===== src/include/tap_pkg.sv =====
// Purpose: Shared constants and types for the boundary scan test port
// Assumes: Single 100 MHz system clock samples the test clock pin
// Notes:   Instruction codes are four bits wide, all-ones is bypass
package tap_pkg;

  // ----------------------------------------------------------------
  // Register sizes
  // ----------------------------------------------------------------
  localparam int IR_LEN     = 4;
  localparam int BSR_LEN    = 62;
  localparam int FIFO_DEPTH = 8;

  // ----------------------------------------------------------------
  // Instruction codes
  // ----------------------------------------------------------------
  localparam logic [IR_LEN-1:0] INSTR_BYPASS  = 4'hF;
  localparam logic [IR_LEN-1:0] INSTR_SAMPLE  = 4'h2;
  localparam logic [IR_LEN-1:0] INSTR_EXTEST  = 4'h0;
  localparam logic [IR_LEN-1:0] INSTR_HIGHZ   = 4'h9;
  localparam logic [IR_LEN-1:0] INSTR_CLAMP   = 4'hC;
  // Fixed pattern loaded in Capture-IR, low bits 01
  localparam logic [IR_LEN-1:0] IR_CAPTURE    = 4'h1;

  // ----------------------------------------------------------------
  // Reset values and timing
  // ----------------------------------------------------------------
  localparam logic       IDLE_PULL     = 1'h1;  // Floating pin reads high
  localparam logic       TCK_IDLE      = 1'h0;
  localparam logic [2:0] TLR_TMS_RISES = 3'h5;  // High TMS rises to reset

  // ----------------------------------------------------------------
  // Controller states
  // ----------------------------------------------------------------
  typedef enum logic [3:0] {
    ST_TLR      = 4'b0000,
    ST_IDLE     = 4'b0001,
    ST_SEL_DR   = 4'b0010,
    ST_CAP_DR   = 4'b0011,
    ST_SHIFT_DR = 4'b0100,
    ST_EXIT1_DR = 4'b0101,
    ST_PAUSE_DR = 4'b0110,
    ST_EXIT2_DR = 4'b0111,
    ST_UPD_DR   = 4'b1000,
    ST_SEL_IR   = 4'b1001,
    ST_CAP_IR   = 4'b1010,
    ST_SHIFT_IR = 4'b1011,
    ST_EXIT1_IR = 4'b1100,
    ST_PAUSE_IR = 4'b1101,
    ST_EXIT2_IR = 4'b1110,
    ST_UPD_IR   = 4'b1111
  } tap_state_t;

endpackage


===== src/verilog/boundary_scan_tap.sv =====
// Purpose: Test access port with bypass, instruction and boundary registers
// Assumes: ref_clk is much faster than the test clock pin
// Notes:   Test clock edges are found by oversampling, not used as a clock
//
// Notes on behaviour
// RQ1: Shift-IR puts the instruction register between TDI and TDO.
// RQ2: TRST low forces Test-Logic-Reset at once, without a clock.
// RQ3: Code 1111 is BYPASS and is the instruction after power-up.
// RQ4: BYPASS gives exactly one stage between TDI and TDO in Shift-DR.
// RQ5: Code 0010 is SAMPLE/PRELOAD; boundary register, pins stay functional.
// RQ6: Boundary register is 62 cells long, TAP pins excluded.
// RQ7: Each bit shifted in from TDI pushes a captured bit out TDO.
// RQ8: Code 0000 is EXTEST; boundary register sits in the Shift-DR path.
// RQ9: EXTEST Run-Test/Idle clock drives preloaded outputs and samples inputs.
// RQ10: Scan cells advance on test clock; functional clock pin is data only.
// RQ11: Code 1100 is CLAMP; bypass path, outputs held at boundary values.
// RQ12: Code 1001 is HIGHZ; all outputs float, bypass path selected.
// RQ13: Controller preloads with SAMPLE/PRELOAD before EXTEST or CLAMP.
// RQ14: Capture-DR loads boundary cells from pins, Shift-DR shifts them.
// RQ15: Cell 1 is match output enable and is first out on TDO.
// RQ16: TDO drives only in Shift-IR and Shift-DR, else floats.
// RQ17: Five rises with TMS high reach Test-Logic-Reset, system untouched.
// RQ18: Undriven TMS or TDI counts as logic 1.
// RQ19: TMS, TDI sampled on TCK rise; TDO changes on TCK fall.
// RQ20: Unlisted instruction codes act as BYPASS.
`timescale 1ns/1ps
`default_nettype none
module boundary_scan_tap
  import tap_pkg::*;
#(
  parameter int BSR_W = BSR_LEN,                                      // RQ6
  parameter int DEPTH = FIFO_DEPTH
) (
  input  wire logic             ref_clk,
  input  wire logic             rst_n,
  input  wire logic             tck,
  input  wire logic             tms,
  input  wire logic             tdi,
  input  wire logic             trst_n,
  output logic                  tdo,
  output logic                  tdo_oe_n,
  input  wire logic [BSR_W-1:0] pin_in,
  input  wire logic [BSR_W-1:0] core_out,
  input  wire logic [BSR_W-1:0] core_oe_n,
  output logic      [BSR_W-1:0] pin_out,
  output logic      [BSR_W-1:0] pin_oe_n,
  output logic                  snap_valid,
  input  wire logic             snap_ready,
  output logic      [BSR_W-1:0] snap_data,
  output logic                  snap_overflow,
  output logic      [IR_LEN-1:0] active_instr
);

  // ----------------------------------------------------------------
  // Pin synchronisers
  // ----------------------------------------------------------------
  logic             tck_s, tms_s, tdi_s;
  logic [BSR_W-1:0] pin_in_s;

  // Floating TMS and TDI settle high in the pads
  pin_sync #(.WIDTH(3), .RESET_VAL({TCK_IDLE, IDLE_PULL, IDLE_PULL}))
  u_ctl_sync (                                                        // RQ18
    .ref_clk  (ref_clk),
    .rst_n    (rst_n),
    .async_in ({tck, tms, tdi}),
    .sync_out ({tck_s, tms_s, tdi_s})
  );

  // Functional clock pin sits in this vector as plain data
  pin_sync #(.WIDTH(BSR_W), .RESET_VAL('0)) u_pin_sync (              // RQ10
    .ref_clk  (ref_clk),
    .rst_n    (rst_n),
    .async_in (pin_in),
    .sync_out (pin_in_s)
  );

  // ----------------------------------------------------------------
  // Test clock edge detection
  // ----------------------------------------------------------------
  logic tck_d, next_tck_d;
  logic tck_rise, tck_fall;

  always_comb begin
    next_tck_d = tck_s;
    tck_rise   = tck_s && !tck_d;                                     // RQ19
    tck_fall   = !tck_s && tck_d;                                     // RQ19
  end

  always_ff @(posedge ref_clk or negedge rst_n) begin
    if (!rst_n) begin
      tck_d <= TCK_IDLE;
    end else begin
      tck_d <= next_tck_d;
    end
  end

  // ----------------------------------------------------------------
  // Controller state and instruction
  // ----------------------------------------------------------------
  tap_state_t        state, next_state;
  logic [IR_LEN-1:0] ir_shift, next_ir_shift;
  logic [IR_LEN-1:0] next_instr;
  logic              tap_rst_n;

  // Pin reset is a direct async clear, so no test clock is needed
  assign tap_rst_n = rst_n && trst_n;                                 // RQ2

  // State walk, taken only on a test clock rise
  always_comb begin
    next_state = state;
    if (tck_rise) begin
      case (state)
        ST_TLR:      next_state = tms_s ? ST_TLR      : ST_IDLE;      // RQ17
        ST_IDLE:     next_state = tms_s ? ST_SEL_DR   : ST_IDLE;
        ST_SEL_DR:   next_state = tms_s ? ST_SEL_IR   : ST_CAP_DR;
        ST_CAP_DR:   next_state = tms_s ? ST_EXIT1_DR : ST_SHIFT_DR;
        ST_SHIFT_DR: next_state = tms_s ? ST_EXIT1_DR : ST_SHIFT_DR;
        ST_EXIT1_DR: next_state = tms_s ? ST_UPD_DR   : ST_PAUSE_DR;
        ST_PAUSE_DR: next_state = tms_s ? ST_EXIT2_DR : ST_PAUSE_DR;
        ST_EXIT2_DR: next_state = tms_s ? ST_UPD_DR   : ST_SHIFT_DR;
        ST_UPD_DR:   next_state = tms_s ? ST_SEL_DR   : ST_IDLE;
        ST_SEL_IR:   next_state = tms_s ? ST_TLR      : ST_CAP_IR;
        ST_CAP_IR:   next_state = tms_s ? ST_EXIT1_IR : ST_SHIFT_IR;
        ST_SHIFT_IR: next_state = tms_s ? ST_EXIT1_IR : ST_SHIFT_IR;
        ST_EXIT1_IR: next_state = tms_s ? ST_UPD_IR   : ST_PAUSE_IR;
        ST_PAUSE_IR: next_state = tms_s ? ST_EXIT2_IR : ST_PAUSE_IR;
        ST_EXIT2_IR: next_state = tms_s ? ST_UPD_IR   : ST_SHIFT_IR;
        ST_UPD_IR:   next_state = tms_s ? ST_SEL_DR   : ST_IDLE;
        default:     next_state = ST_TLR;
      endcase
    end
  end

  // Instruction path: capture, shift from TDI, apply on update fall
  always_comb begin
    next_ir_shift = ir_shift;
    next_instr    = active_instr;
    if (tck_rise && state == ST_CAP_IR) begin
      next_ir_shift = IR_CAPTURE;
    end else if (tck_rise && state == ST_SHIFT_IR) begin
      next_ir_shift = {tdi_s, ir_shift[IR_LEN-1:1]};                  // RQ1
    end
    if (state == ST_TLR) begin
      next_instr = INSTR_BYPASS;                                      // RQ3
    end else if (tck_fall && state == ST_UPD_IR) begin
      next_instr = ir_shift;
    end
  end

  // Cleared by either reset so the instruction is bypass from power-up
  always_ff @(posedge ref_clk or negedge tap_rst_n) begin
    if (!tap_rst_n) begin
      state        <= ST_TLR;                                         // RQ2
      ir_shift     <= IR_CAPTURE;
      active_instr <= INSTR_BYPASS;                                   // RQ3
    end else begin
      state        <= next_state;
      ir_shift     <= next_ir_shift;
      active_instr <= next_instr;
    end
  end

  // ----------------------------------------------------------------
  // Instruction decode
  // ----------------------------------------------------------------
  logic sel_bsr, is_extest, is_clamp, is_highz;

  // Anything not picking the boundary register falls to bypass
  always_comb begin
    is_extest = (active_instr == INSTR_EXTEST);                       // RQ8
    is_clamp  = (active_instr == INSTR_CLAMP);                        // RQ11
    is_highz  = (active_instr == INSTR_HIGHZ);                        // RQ12
    sel_bsr   = is_extest || (active_instr == INSTR_SAMPLE);          // RQ5 RQ20
  end

  // ----------------------------------------------------------------
  // Data registers and pin drive
  // ----------------------------------------------------------------
  logic             bypass_bit, next_bypass_bit;
  logic [BSR_W-1:0] bsr, next_bsr;
  logic [BSR_W-1:0] upd, next_upd;
  logic             next_tdo, next_tdo_oe_n;
  logic [BSR_W-1:0] next_pin_out, next_pin_oe_n;
  logic             next_overflow;
  logic             fifo_in_ready, fifo_push;

  always_comb begin
    next_bypass_bit = bypass_bit;
    next_bsr        = bsr;
    next_upd        = upd;
    next_tdo        = tdo;
    next_tdo_oe_n   = tdo_oe_n;
    fifo_push       = 1'b0;
    // Bypass stage: zero on capture, one stage while shifting
    if (tck_rise && state == ST_CAP_DR && !sel_bsr) begin
      next_bypass_bit = 1'b0;
    end else if (tck_rise && state == ST_SHIFT_DR && !sel_bsr) begin
      next_bypass_bit = tdi_s;                                        // RQ4
    end
    // Boundary cells, index 0 is cell 1 nearest TDO
    if (tck_rise && state == ST_CAP_DR && sel_bsr) begin
      next_bsr  = pin_in_s;                                           // RQ14
      fifo_push = 1'b1;
    end else if (tck_rise && state == ST_SHIFT_DR && sel_bsr) begin
      next_bsr = {tdi_s, bsr[BSR_W-1:1]};                             // RQ7
    end else if (tck_rise && state == ST_IDLE && is_extest) begin
      next_bsr = pin_in_s;                                            // RQ9
    end
    if (tck_fall && state == ST_UPD_DR && sel_bsr) begin
      next_upd = bsr;
    end
    // Output side moves on the fall and floats outside shift states
    if (tck_fall) begin
      if (state == ST_SHIFT_IR) begin
        next_tdo      = ir_shift[0];                                  // RQ1
        next_tdo_oe_n = 1'b0;
      end else if (state == ST_SHIFT_DR) begin
        next_tdo      = sel_bsr ? bsr[0] : bypass_bit;                // RQ15
        next_tdo_oe_n = 1'b0;
      end else begin
        next_tdo_oe_n = 1'b1;                                         // RQ16
      end
    end
    // Pin mux, registered so the pins never see a decode glitch
    if (is_highz) begin
      next_pin_out  = upd;
      next_pin_oe_n = '1;                                             // RQ12
    end else if (is_extest || is_clamp) begin
      next_pin_out  = upd;                                            // RQ11
      next_pin_oe_n = '0;
    end else begin
      next_pin_out  = core_out;                                       // RQ5
      next_pin_oe_n = core_oe_n;
    end
    next_overflow = snap_overflow || (fifo_push && !fifo_in_ready);
  end

  // Soft state reset leaves these alone so the system keeps running
  always_ff @(posedge ref_clk or negedge rst_n) begin
    if (!rst_n) begin
      bypass_bit    <= 1'b0;
      bsr           <= '0;
      upd           <= '0;
      tdo           <= 1'b0;
      tdo_oe_n      <= 1'b1;
      pin_out       <= '0;
      pin_oe_n      <= '1;
      snap_overflow <= 1'b0;
    end else begin
      bypass_bit    <= next_bypass_bit;
      bsr           <= next_bsr;
      upd           <= next_upd;
      tdo           <= next_tdo;
      tdo_oe_n      <= next_tdo_oe_n;
      pin_out       <= next_pin_out;                                  // RQ17
      pin_oe_n      <= next_pin_oe_n;
      snap_overflow <= next_overflow;
    end
  end

  // ----------------------------------------------------------------
  // Capture snapshots for the observer, dropped and flagged if full
  // ----------------------------------------------------------------
  snap_fifo #(.WIDTH(BSR_W), .DEPTH(DEPTH)) u_snap_fifo (
    .ref_clk   (ref_clk),
    .rst_n     (rst_n),
    .in_valid  (fifo_push),
    .in_ready  (fifo_in_ready),
    .in_data   (pin_in_s),
    .out_valid (snap_valid),
    .out_ready (snap_ready),
    .out_data  (snap_data)
  );

  // ----------------------------------------------------------------
  // Checks
  // ----------------------------------------------------------------
  logic [2:0] tms_run;

  // Counts consecutive rises seen with TMS high
  always_ff @(posedge ref_clk or negedge rst_n) begin
    if (!rst_n) begin
      tms_run <= '0;
    end else if (tck_rise) begin
      if (!tms_s) begin
        tms_run <= '0;
      end else if (tms_run != TLR_TMS_RISES) begin
        tms_run <= tms_run + 3'h1;
      end
    end
  end

  trst_force_a: assert property ( // RQ2
    @(posedge ref_clk) disable iff (!rst_n)
    !trst_n |-> state == ST_TLR)
    else $error("state not reset while trst_n low");

  tms_five_a: assert property ( // RQ17
    @(posedge ref_clk) disable iff (!rst_n || !trst_n)
    tms_run == TLR_TMS_RISES |-> state == ST_TLR)
    else $error("five high TMS rises did not reach reset state");

  ir_shift_a: assert property ( // RQ1
    @(posedge ref_clk) disable iff (!rst_n || !trst_n)
    tck_rise && state == ST_SHIFT_IR
    |=> ir_shift == {$past(tdi_s), $past(ir_shift[IR_LEN-1:1])})
    else $error("instruction register did not shift from TDI");

  reset_bypass_a: assert property ( // RQ3
    @(posedge ref_clk) disable iff (!rst_n || !trst_n)
    state == ST_TLR |=> active_instr == INSTR_BYPASS)
    else $error("instruction not bypass after reset state");

  bypass_one_a: assert property ( // RQ4
    @(posedge ref_clk) disable iff (!rst_n || !trst_n)
    tck_fall && state == ST_SHIFT_DR && !sel_bsr
    |=> tdo == $past(bypass_bit) && !tdo_oe_n)
    else $error("bypass stage not on TDO");

  bsr_out_a: assert property ( // RQ15
    @(posedge ref_clk) disable iff (!rst_n || !trst_n)
    tck_fall && state == ST_SHIFT_DR && sel_bsr |=> tdo == $past(bsr[0]))
    else $error("cell 1 not first on TDO");

  bsr_capture_a: assert property ( // RQ14
    @(posedge ref_clk) disable iff (!rst_n || !trst_n)
    tck_rise && state == ST_CAP_DR && sel_bsr |=> bsr == $past(pin_in_s))
    else $error("boundary cells did not capture pins");

  tdo_float_a: assert property ( // RQ16
    @(posedge ref_clk) disable iff (!rst_n || !trst_n)
    tck_fall && state != ST_SHIFT_DR && state != ST_SHIFT_IR
    |=> tdo_oe_n ##1 tdo_oe_n || tck_fall)
    else $error("TDO driven outside shift states");

  highz_pins_a: assert property ( // RQ12
    @(posedge ref_clk) disable iff (!rst_n || !trst_n)
    is_highz |=> &pin_oe_n)
    else $error("outputs driven under high-Z instruction");

  clamp_hold_a: assert property ( // RQ11
    @(posedge ref_clk) disable iff (!rst_n || !trst_n)
    is_clamp && $stable(upd) |=> pin_out == $past(upd) && ~|pin_oe_n)
    else $error("clamped outputs not held at boundary values");

endmodule
`default_nettype wire


===== src/verilog/pin_sync.sv =====
// Purpose: Two-stage synchroniser for pins entering the ref_clk domain
// Assumes: Each bit is an independent level
// Notes:   Only the second stage is visible outside
`timescale 1ns/1ps
`default_nettype none
module pin_sync #(
  parameter int                WIDTH     = 1,
  parameter logic [WIDTH-1:0]  RESET_VAL = '0
) (
  input  wire logic             ref_clk,
  input  wire logic             rst_n,
  input  wire logic [WIDTH-1:0] async_in,
  output logic      [WIDTH-1:0] sync_out
);

  logic [WIDTH-1:0] meta;

  // Two flops, first one read by the second only
  always_ff @(posedge ref_clk or negedge rst_n) begin
    if (!rst_n) begin
      meta     <= RESET_VAL;
      sync_out <= RESET_VAL;
    end else begin
      meta     <= async_in;
      sync_out <= meta;
    end
  end

endmodule
`default_nettype wire


===== src/verilog/snap_fifo.sv =====
// Purpose: Snapshot FIFO with a registered head word
// Assumes: Same clock on both sides
// Notes:   Holds DEPTH words in the array plus one in the head register
`timescale 1ns/1ps
`default_nettype none
module snap_fifo #(
  parameter int WIDTH = 8,
  parameter int DEPTH = 8
) (
  input  wire logic             ref_clk,
  input  wire logic             rst_n,
  input  wire logic             in_valid,
  output logic                  in_ready,
  input  wire logic [WIDTH-1:0] in_data,
  output logic                  out_valid,
  input  wire logic             out_ready,
  output logic      [WIDTH-1:0] out_data
);

  localparam int AW = $clog2(DEPTH);

  logic [WIDTH-1:0] mem [DEPTH];
  logic [AW-1:0]    wr_ptr, rd_ptr, next_wr_ptr, next_rd_ptr;
  logic [AW:0]      count, next_count;
  logic             next_out_valid;
  logic [WIDTH-1:0] next_out_data;
  logic             push, pop;

  // ----------------------------------------------------------------
  // Pointer and head control
  // ----------------------------------------------------------------
  always_comb begin
    in_ready       = (count != AW'(0) + (AW+1)'(DEPTH)) ? 1'b1 : 1'b0;
    push           = in_valid && in_ready;
    pop            = (count != '0) && (!out_valid || out_ready);
    next_wr_ptr    = push ? wr_ptr + 1'b1 : wr_ptr;
    next_rd_ptr    = pop ? rd_ptr + 1'b1 : rd_ptr;
    next_count     = count + (AW+1)'(push) - (AW+1)'(pop);
    next_out_valid = out_valid && !out_ready;
    next_out_data  = out_data;
    if (pop) begin
      next_out_valid = 1'b1;
      next_out_data  = mem[rd_ptr];
    end
  end

  // Registers only
  always_ff @(posedge ref_clk or negedge rst_n) begin
    if (!rst_n) begin
      wr_ptr    <= '0;
      rd_ptr    <= '0;
      count     <= '0;
      out_valid <= 1'b0;
      out_data  <= '0;
    end else begin
      wr_ptr    <= next_wr_ptr;
      rd_ptr    <= next_rd_ptr;
      count     <= next_count;
      out_valid <= next_out_valid;
      out_data  <= next_out_data;
    end
  end

  // Storage array, no reset needed
  always_ff @(posedge ref_clk) begin
    if (push) begin
      mem[wr_ptr] <= in_data;
    end
  end

endmodule
`default_nettype wire


===== config.mk =====
export PLATFORM = sky130hd
export DESIGN_NAME = boundary_scan_tap
export DESIGN_NICKNAME = d
export VERILOG_FILES = /design/src/include/tap_pkg.sv /design/src/verilog/boundary_scan_tap.sv /design/src/verilog/pin_sync.sv /design/src/verilog/snap_fifo.sv
export SDC_FILE = /design/constraint.sdc
export NUM_CORES = 1
export LEC_CHECK = 0
export ABC_AREA = 1
export BUFFER_PORTS_ARGS = -buffer_cell sky130_fd_sc_hd__buf_2
export CAP_MARGIN = 30
export CORE_MARGIN = 2
export CORE_UTILIZATION = 40
export DETAILED_ROUTE_END_ITERATION = 12
export SKIP_CTS_REPAIR_TIMING = 1
export SLEW_MARGIN = 20
export SYNTH_ARGS = -nofsm -noshare
export SYNTH_HDL_FRONTEND = slang
export SYNTH_HIERARCHICAL = 1
export SYNTH_SLANG_ARGS = --single-unit

===== constraint.sdc =====
create_clock -name ref_clk -period 13.9 [get_ports ref_clk]
set_input_delay 0 -clock ref_clk [delete_from_list [all_inputs] [get_ports ref_clk]]
set_output_delay 0 -clock ref_clk [all_outputs]
set_load 0.02 [all_outputs]

==> results.py, run 1 <==
metrics = {
    "clock_tree": {
        "cts_root_buf": "clkbuf_16",
        "clk_pin_slew_ns": 0.06,
        "cts-buffers-inserted": 102,
        "ctsHtreeMaxLevel": 3,
        "cts_tree": "built",
        "clockBufferDepth": 3,
        "worstSkewPairLatency_ns": 0.69,
        "cts.sinks": 964,
    },
    "power": {
        "power_mw": 7.86,
        "comb_power_share_pct": 22.1,
        "power_frac_seq_pct": 42.7,
        "switching_share_pct": 31.7,
        "power-per-cell-area_nw_per_um2": 166,
        "p_leak_nw": 21.9,
        "p_int_mw": 5.37,
        "max-vdd-ir-drop_mv": 0.141,
        "p_clk_share_pct": 35.2,
        "p_sw_mw": 2.49,
    },
    "sta": {
        "slew_viol_final": 0,
        "hold_viol": 3,
        "fin_crit_sh_pct": 27.7,
        "fin_tns_setup_ns": 0,
        "tightest_slew_ns": 1.02,
        "worst_clock_skew_ns": 0.0359,
        "finalCriticalPeriod_ns": 3.85,
        "fin_hold_ws_ns": -0.0258,
        "slew-limit-headroom_pct": 32.3,
        "grt_setup_unrepaired": "false",
        "finalSetupViolCount": 0,
        "setup_slack_ns": 10.05,
        "fmax_ghz": 0.260,
    },
    "routing": {
        "dr.pass1.iters": 7,
        "postRouteAntennaNets": 0,
        "drc_errors": 0,
        "num_vias": 26527,
        "drt_wl_total_mm": 100,
        "drt_iter0_markers": 2141,
        "routedWlPerCell_um": 17.9,
        "viasPerCell": 4.74,
    },
    "worst_setup_path": {
        "rr_worst_depth": 11,
        "worstSetupStartpointType": "flip-flop",
        "critPathKind": "flip-flop to flip-flop",
        "reg2reg_slack_ns": 10.05,
        "end_kind": "flip-flop",
        "critPathArrivalTime_ns": 4.15,
        "cp_max_fo": 65,
        "reg2reg_to": "u_snap_fifo/mem[7][16]",
        "timing.rr.start": "active_instr[2]",
        "crit_required_ns": 14.20,
    },
    "global_routing": {
        "grt_usage_pct": 19.5,
        "use_met3_pct": 3.90,
        "met2_usage_pct": 30.4,
        "grt_overflow": 0,
        "grt_max_degree": 143,
        "grt_pass1_vias": 24881,
        "grt-busiest-layer": "met2",
        "grt_first_pass_wirelength_mm": 148,
        "met1_usage_pct": 27.9,
        "antenna_found_initial": 2,
    },
    "flow_run": {
        "maxCapViolCount": 0,
    },
    "synth": {
        "yosysTopAreaCellShare_pct": 38.6,
        "ys.flop_type": "edfxtp_1",
        "synthTopCellsByArea": "edfxtp_1, dfrtp_1, nand2_1",
        "ys_ff_latch": 964,
        "synth-async-reset-ratio_pct": 48.5,
        "yosys_warnings": 6,
        "synth_edf_count": 496,
        "netlist_area_um2": 38600,
        "synthCells": 3658,
        "ys_types": 39,
        "synth_top_cells_by_count": "nand2_1, edfxtp_1, inv_1",
        "yosys.area.top_type": "edfxtp_1",
        "syn_avg_cell_area_um2": 10.6,
        "synth_seq_area_share_pct": 69.1,
        "syn_nets": 3860,
        "synth_most_common_cell": "nand2_1",
    },
    "status": {
        "outcome": "complete, but fails checks",
        "violations": "hold timing",
    },
    "die": {
        "die-area_um2": 99100,
        "row_count": 113,
        "start_util_pct": 40.5,
        "core_area_um2": 95300,
        "die_y_um": 315,
        "boundaryPins": 387,
        "die_w_um": 315,
    },
    "placement": {
        "portBuffers": 386,
        "place_area_um2": 41400,
        "place_hpwl_mm": 58.1,
        "post-place-cells": 5152,
        "pre_cts_ws_ns": 10.01,
        "gp_congestion": 0.795,
    },
    "finish": {
        "drive_above_1_share_pct": 16.5,
        "multi_input_area_um2": 8950,
        "fin_nets": 4442,
        "fin_util_pct": 49.7,
        "register_area_um2": 26700,
        "stdcell_area_um2": 47400,
        "syn_to_final_growth_pct": 22.7,
        "fin_cells": 5598,
        "n_fill_cell": 8398,
    },
    "hold_path": {
        "hold_depth": 2,
        "min_to": "u_pin_sync/meta[28]",
        "hold_path.class": "input pin to flip-flop",
        "hp-start": "pin_in[28]",
    },
}
[layer usage]
| layer | vias up | part of all wire (%) |
|---|---|---|
| li1 | 12893 | - |
| met3 | 133 | 6.3 |
| met5 | - | 0 |
| met1 | 12762 | 45 |
| met4 | 0 | 2.1 |
| met2 | 739 | 46 |
[flip-flops by register name (all words and copies together) (netlist names), 4 cells and up]
name                  cells
u_snap_fifo/mem         496
bsr                      62
pin_oe_n                 62
pin_out                  62
u_pin_sync/meta          62
u_pin_sync/sync_out      62
u_snap_fifo/out_data     62
upd                      62
active_instr              4
ir_shift                  4
state                     4
u_snap_fifo/count         4
[worst max path at each step]
stage / from / to / slack (ns)
after floorplan: active_instr[2] / u_snap_fifo/mem[0][0] / 9.06
after global placement: active_instr[3] / u_snap_fifo/mem[7][17] / 10.04
after detailed placement: active_instr[3] / u_snap_fifo/mem[7][14] / 10.01
after CTS: active_instr[2] / u_snap_fifo/mem[7][14] / 9.99
after global routing: active_instr[2] / u_snap_fifo/mem[7][8] / 9.74
final: active_instr[2] / u_snap_fifo/mem[7][16] / 10.05
[worst max-delay path, cell delays in order (launching register included)]
cell and delay (ns):
dfstp_2 0.39, inv_1 0.06, nand2_1 0.07, nor2_2 0.32, nand4_1 0.13, buf_4 0.39
inv_1 0.12, nand2_1 0.10, inv_1 0.11, nand2_1 0.23, nor2_4 0.78, buf_4 0.69
[cell families after synthesis]
kind of cell             synth area share [%]
AND/OR/NAND/NOR                          20.2
adder cells (fa/ha/maj)                 0.311
buffers and inverters                    7.97
XOR/XNOR                                0.113
AO/OA/AOI/OAI                            2.25
flip-flops                               69.1
[cells in the final DEF, fill, tap and decap left out, drive strengths merged, types with 3 or more instances in the layout]
| master | n |
|---|---|
| nand2 | 1305 |
| edfxtp | 496 |
| inv | 476 |
| nand3 | 454 |
| buf | 427 |
| dfrtp | 396 |
| dlygate4sd3 | 245 |
| clkbuf | 143 |
| o21ai | 142 |
| dfstp | 72 |
| nand4 | 66 |
| clkinv | 34 |
| nor2 | 32 |
| bufinv | 11 |
| a21oi | 8 |
| ha | 8 |
| xor2 | 4 |
| diode | 3 |
| clkinvlp | 3 |
[power groups by stage]
stage          sequential (mW)  combinational [mW]  clock [mW]
2_1_floorplan             3.44                1.14           0
3_3_place_gp              3.41                1.66           0
3_5_place_dp              3.41                1.69           0
4_1_cts                   3.36                1.70        2.83
5_1_grt                   3.38                1.94        2.95
6_report                  3.36                1.74        2.77
[area by class of cell]
cell class / count / share of cell area (%)
well taps: 1265 / 3.34
flip-flops and latches: 964 / 56.3
inverters: 473 / 3.76
multi-input cells: 2027 / 18.9
repair buffers: 672 / 10.4
diodes: 3 / 0.0158
clock inverters: 51 / 1.24
clock buffers: 143 / 6.03
Note: power is estimated with default switching activity, not from simulation.
==> inputs of run 2 (changes only) <==
==> constraint.sdc (replaced) <==
create_clock -name ref_clk -period 3.4 [get_ports ref_clk]
set_input_delay 0 -clock ref_clk [delete_from_list [all_inputs] [get_ports ref_clk]]
set_output_delay 0 -clock ref_clk [all_outputs]
set_load 0.02 [all_outputs]
==> run 2 against run 1 <==
Effect of this change:
- the run now ends clean
- hold slack improved by 0.036 ns
- sequential power rose to 4.0 times the previous value
- clock skew fell by 0.013 ns
- combinational power rose to 4.3 times the previous value
- final cell count barely moved
- non-clock buffer count rose by 7
- critical endpoint is now bsr[18]
- sequential share of layout area fell by 0.12 points
- total power rose to 4.1 times the previous value
- maximum frequency rose by 35%
- sequential cell count did not move
- utilization rose by 0.10 points
- cell area rose by 0.21%
- largest power group unchanged
==> results.py, run 2 (synthesis gave the netlist of run 1 again) <==
metrics = {
    "worst_setup_path": {
        "crit_path_top_delay_cell": "nand3_4",
        "end_kind": "flip-flop",
        "worstSetupStartpointType": "flip-flop",
        "path_cells": "inv_1, nand2_1, nor2_2, nand4_1, buf_4, nand3_4, nand2_1, nand2_1",
        "critPathKind": "flip-flop to flip-flop",
        "cp_common_cell": "nand2_1",
        "critPathArrivalTime_ns": 3.39,
        "critical-path-max-stage-delay_ns": 0.75,
        "cp_max_fo": 64,
        "crit_required_ns": 3.95,
    },
    "finish": {
        "fin_util_pct": 49.8,
        "drive_above_1_share_pct": 16.6,
        "final_common_cell": "nand2_1",
        "syn_to_final_growth_pct": 23.0,
        "largest_reg_flops": 496,
        "regMostFlops": "u_snap_fifo/mem",
        "layout_common_cells": "nand2_1, edfxtp_1, inv_1, nand3_1, dfrtp_1",
        "fin_nets": 4449,
    },
    "sta": {
        "hold_viol": 0,
        "tightest_slew_ns": 0.929,
        "slew_viol_final": 0,
        "worst_clock_skew_ns": 0.0224,
        "fmax_ghz": 0.351,
        "fin_hold_ws_ns": 0.00970,
        "grt_setup_unrepaired": "false",
        "fin_crit_sh_pct": 83.7,
        "finalCriticalPeriod_ns": 2.85,
        "slew-limit-headroom_pct": 38.1,
        "finalSetupViolCount": 0,
    },
    "die": {
        "row_count": 113,
        "die_y_um": 315,
        "start_util_pct": 40.5,
        "core_area_um2": 95300,
        "die_w_um": 315,
        "boundaryPins": 387,
        "die-area_um2": 99100,
    },
    "global_routing": {
        "grt_max_degree": 250,
        "grt_pass1_vias": 25079,
        "grt_usage_pct": 19.8,
        "antenna_found_initial": 2,
        "grt_overflow": 0,
        "grt_first_pass_wirelength_mm": 151,
    },
    "clock_tree": {
        "cts-buffers-inserted": 102,
        "cts_root_buf": "clkbuf_16",
        "clockBufferDepth": 3,
        "clk_pin_slew_ns": 0.06,
        "cts.sinks": 964,
        "ctsHtreeMaxLevel": 3,
        "cts_tree": "built",
        "worstSkewPairLatency_ns": 0.66,
    },
    "flow_run": {
        "maxCapViolCount": 0,
    },
    "power": {
        "p_sw_mw": 10.3,
        "p_leak_nw": 21.9,
        "power_frac_seq_pct": 41.7,
        "p_int_mw": 22.0,
        "p_clk_share_pct": 35.0,
        "switching_share_pct": 31.9,
        "comb_power_share_pct": 23.3,
        "max-vdd-ir-drop_mv": 0.740,
        "power-per-cell-area_nw_per_um2": 680,
    },
    "routing": {
        "num_vias": 26985,
        "drt_wl_total_mm": 103,
        "dr.pass1.iters": 5,
        "viasPerCell": 4.82,
        "drc_errors": 0,
        "postRouteAntennaNets": 0,
        "drt_iter0_markers": 2201,
        "routedWlPerCell_um": 18.3,
    },
    "placement": {
        "portBuffers": 386,
        "place_hpwl_mm": 61.4,
        "gp_congestion": 0.826,
    },
    "status": {
        "outcome": "finished clean",
    },
    "hold_path": {
        "hold_path.class": "input pin to flip-flop",
    },
}
[run 2: cell count changes in the layout (fill, tap and decap cells not counted), sizes merged]
| cell | before | now |
|---|---|---|
| dlygate4sd3 | 245 | 250 |
| buf | 427 | 429 |
| bufinv | 11 | 9 |
| clkbuf | 143 | 144 |
| clkinv | 34 | 35 |
| clkinvlp | 3 | 2 |
| diode | 3 | 2 |
[run 2: worst paths after layout]
path	start	endpoint	slack [ns]	cells past startpoint
setup / recovery	active_instr[2]	bsr[18]	0.55	8
hold / removal	pin_in[50]	u_pin_sync/meta[50]	0.01	2
setup reg to reg	active_instr[2]	bsr[18]	0.55	8
hold reg to reg	u_pin_sync/meta[46]	u_pin_sync/sync_out[46]	0.33	0
max in group asynchronous	rst_n	u_pin_sync/sync_out[3]	2.26	4
min in group asynchronous	trst_n	ir_shift[2]	0.48	5
[run 2: metal layers]
metal / track usage [%] / share of wire (%) / up-vias
li1: - / - / 12920
met1: 28.6 / 45 / 12994
met2: 30.2 / 46 / 909
met3: 4.58 / 7.0 / 162
met4: 4.98 / 2.2 / 0
met5: 0 / 0 / -
[run 2: power groups by stage]
stage	sequential, mW	combinational, mW	clock [mW]
after global placement	13.7	7.24	0
after detailed placement	13.7	7.28	0
final	13.5	7.53	11.3
after floorplan	14.1	4.66	0
after global routing	13.6	8.32	12.0
after CTS	13.5	7.31	11.6
[run 2: stage by stage]
stage          setup WS, ns  instances  power [mW]  instance area (um2)  TNS [ns]
2_1_floorplan        -0.423       3658        18.7                38700   -104.81
3_3_place_gp          0.604       5155        20.9                41500         0
3_5_place_dp          0.551       5155        21.0                41500         0
4_1_cts               0.561       5348        32.4                44900         0
5_1_grt               0.326       5601        33.9                47500         0
6_report              0.553       5603        32.3                47500         0
[run 2: critical path, delay by kind of cell, from the launching register on]
family / cells / cell delay (ns)
buf+inv: 2 / 0.69
flops: 1 / 0.58
simple gates: 6 / 1.44
[run 2: final cells by class]
class                           count  area, um2
Multi-Input combinational cell   2027       8960
Sequential cell                   964      26700
Fill cell                        8554      47800
Tap cell                         1265       1580
Antenna cell                        2       5.00
Timing Repair Buffer              679       5020
Inverter                          473       1780
Clock inverter                     49        505
Clock buffer                      144       2940
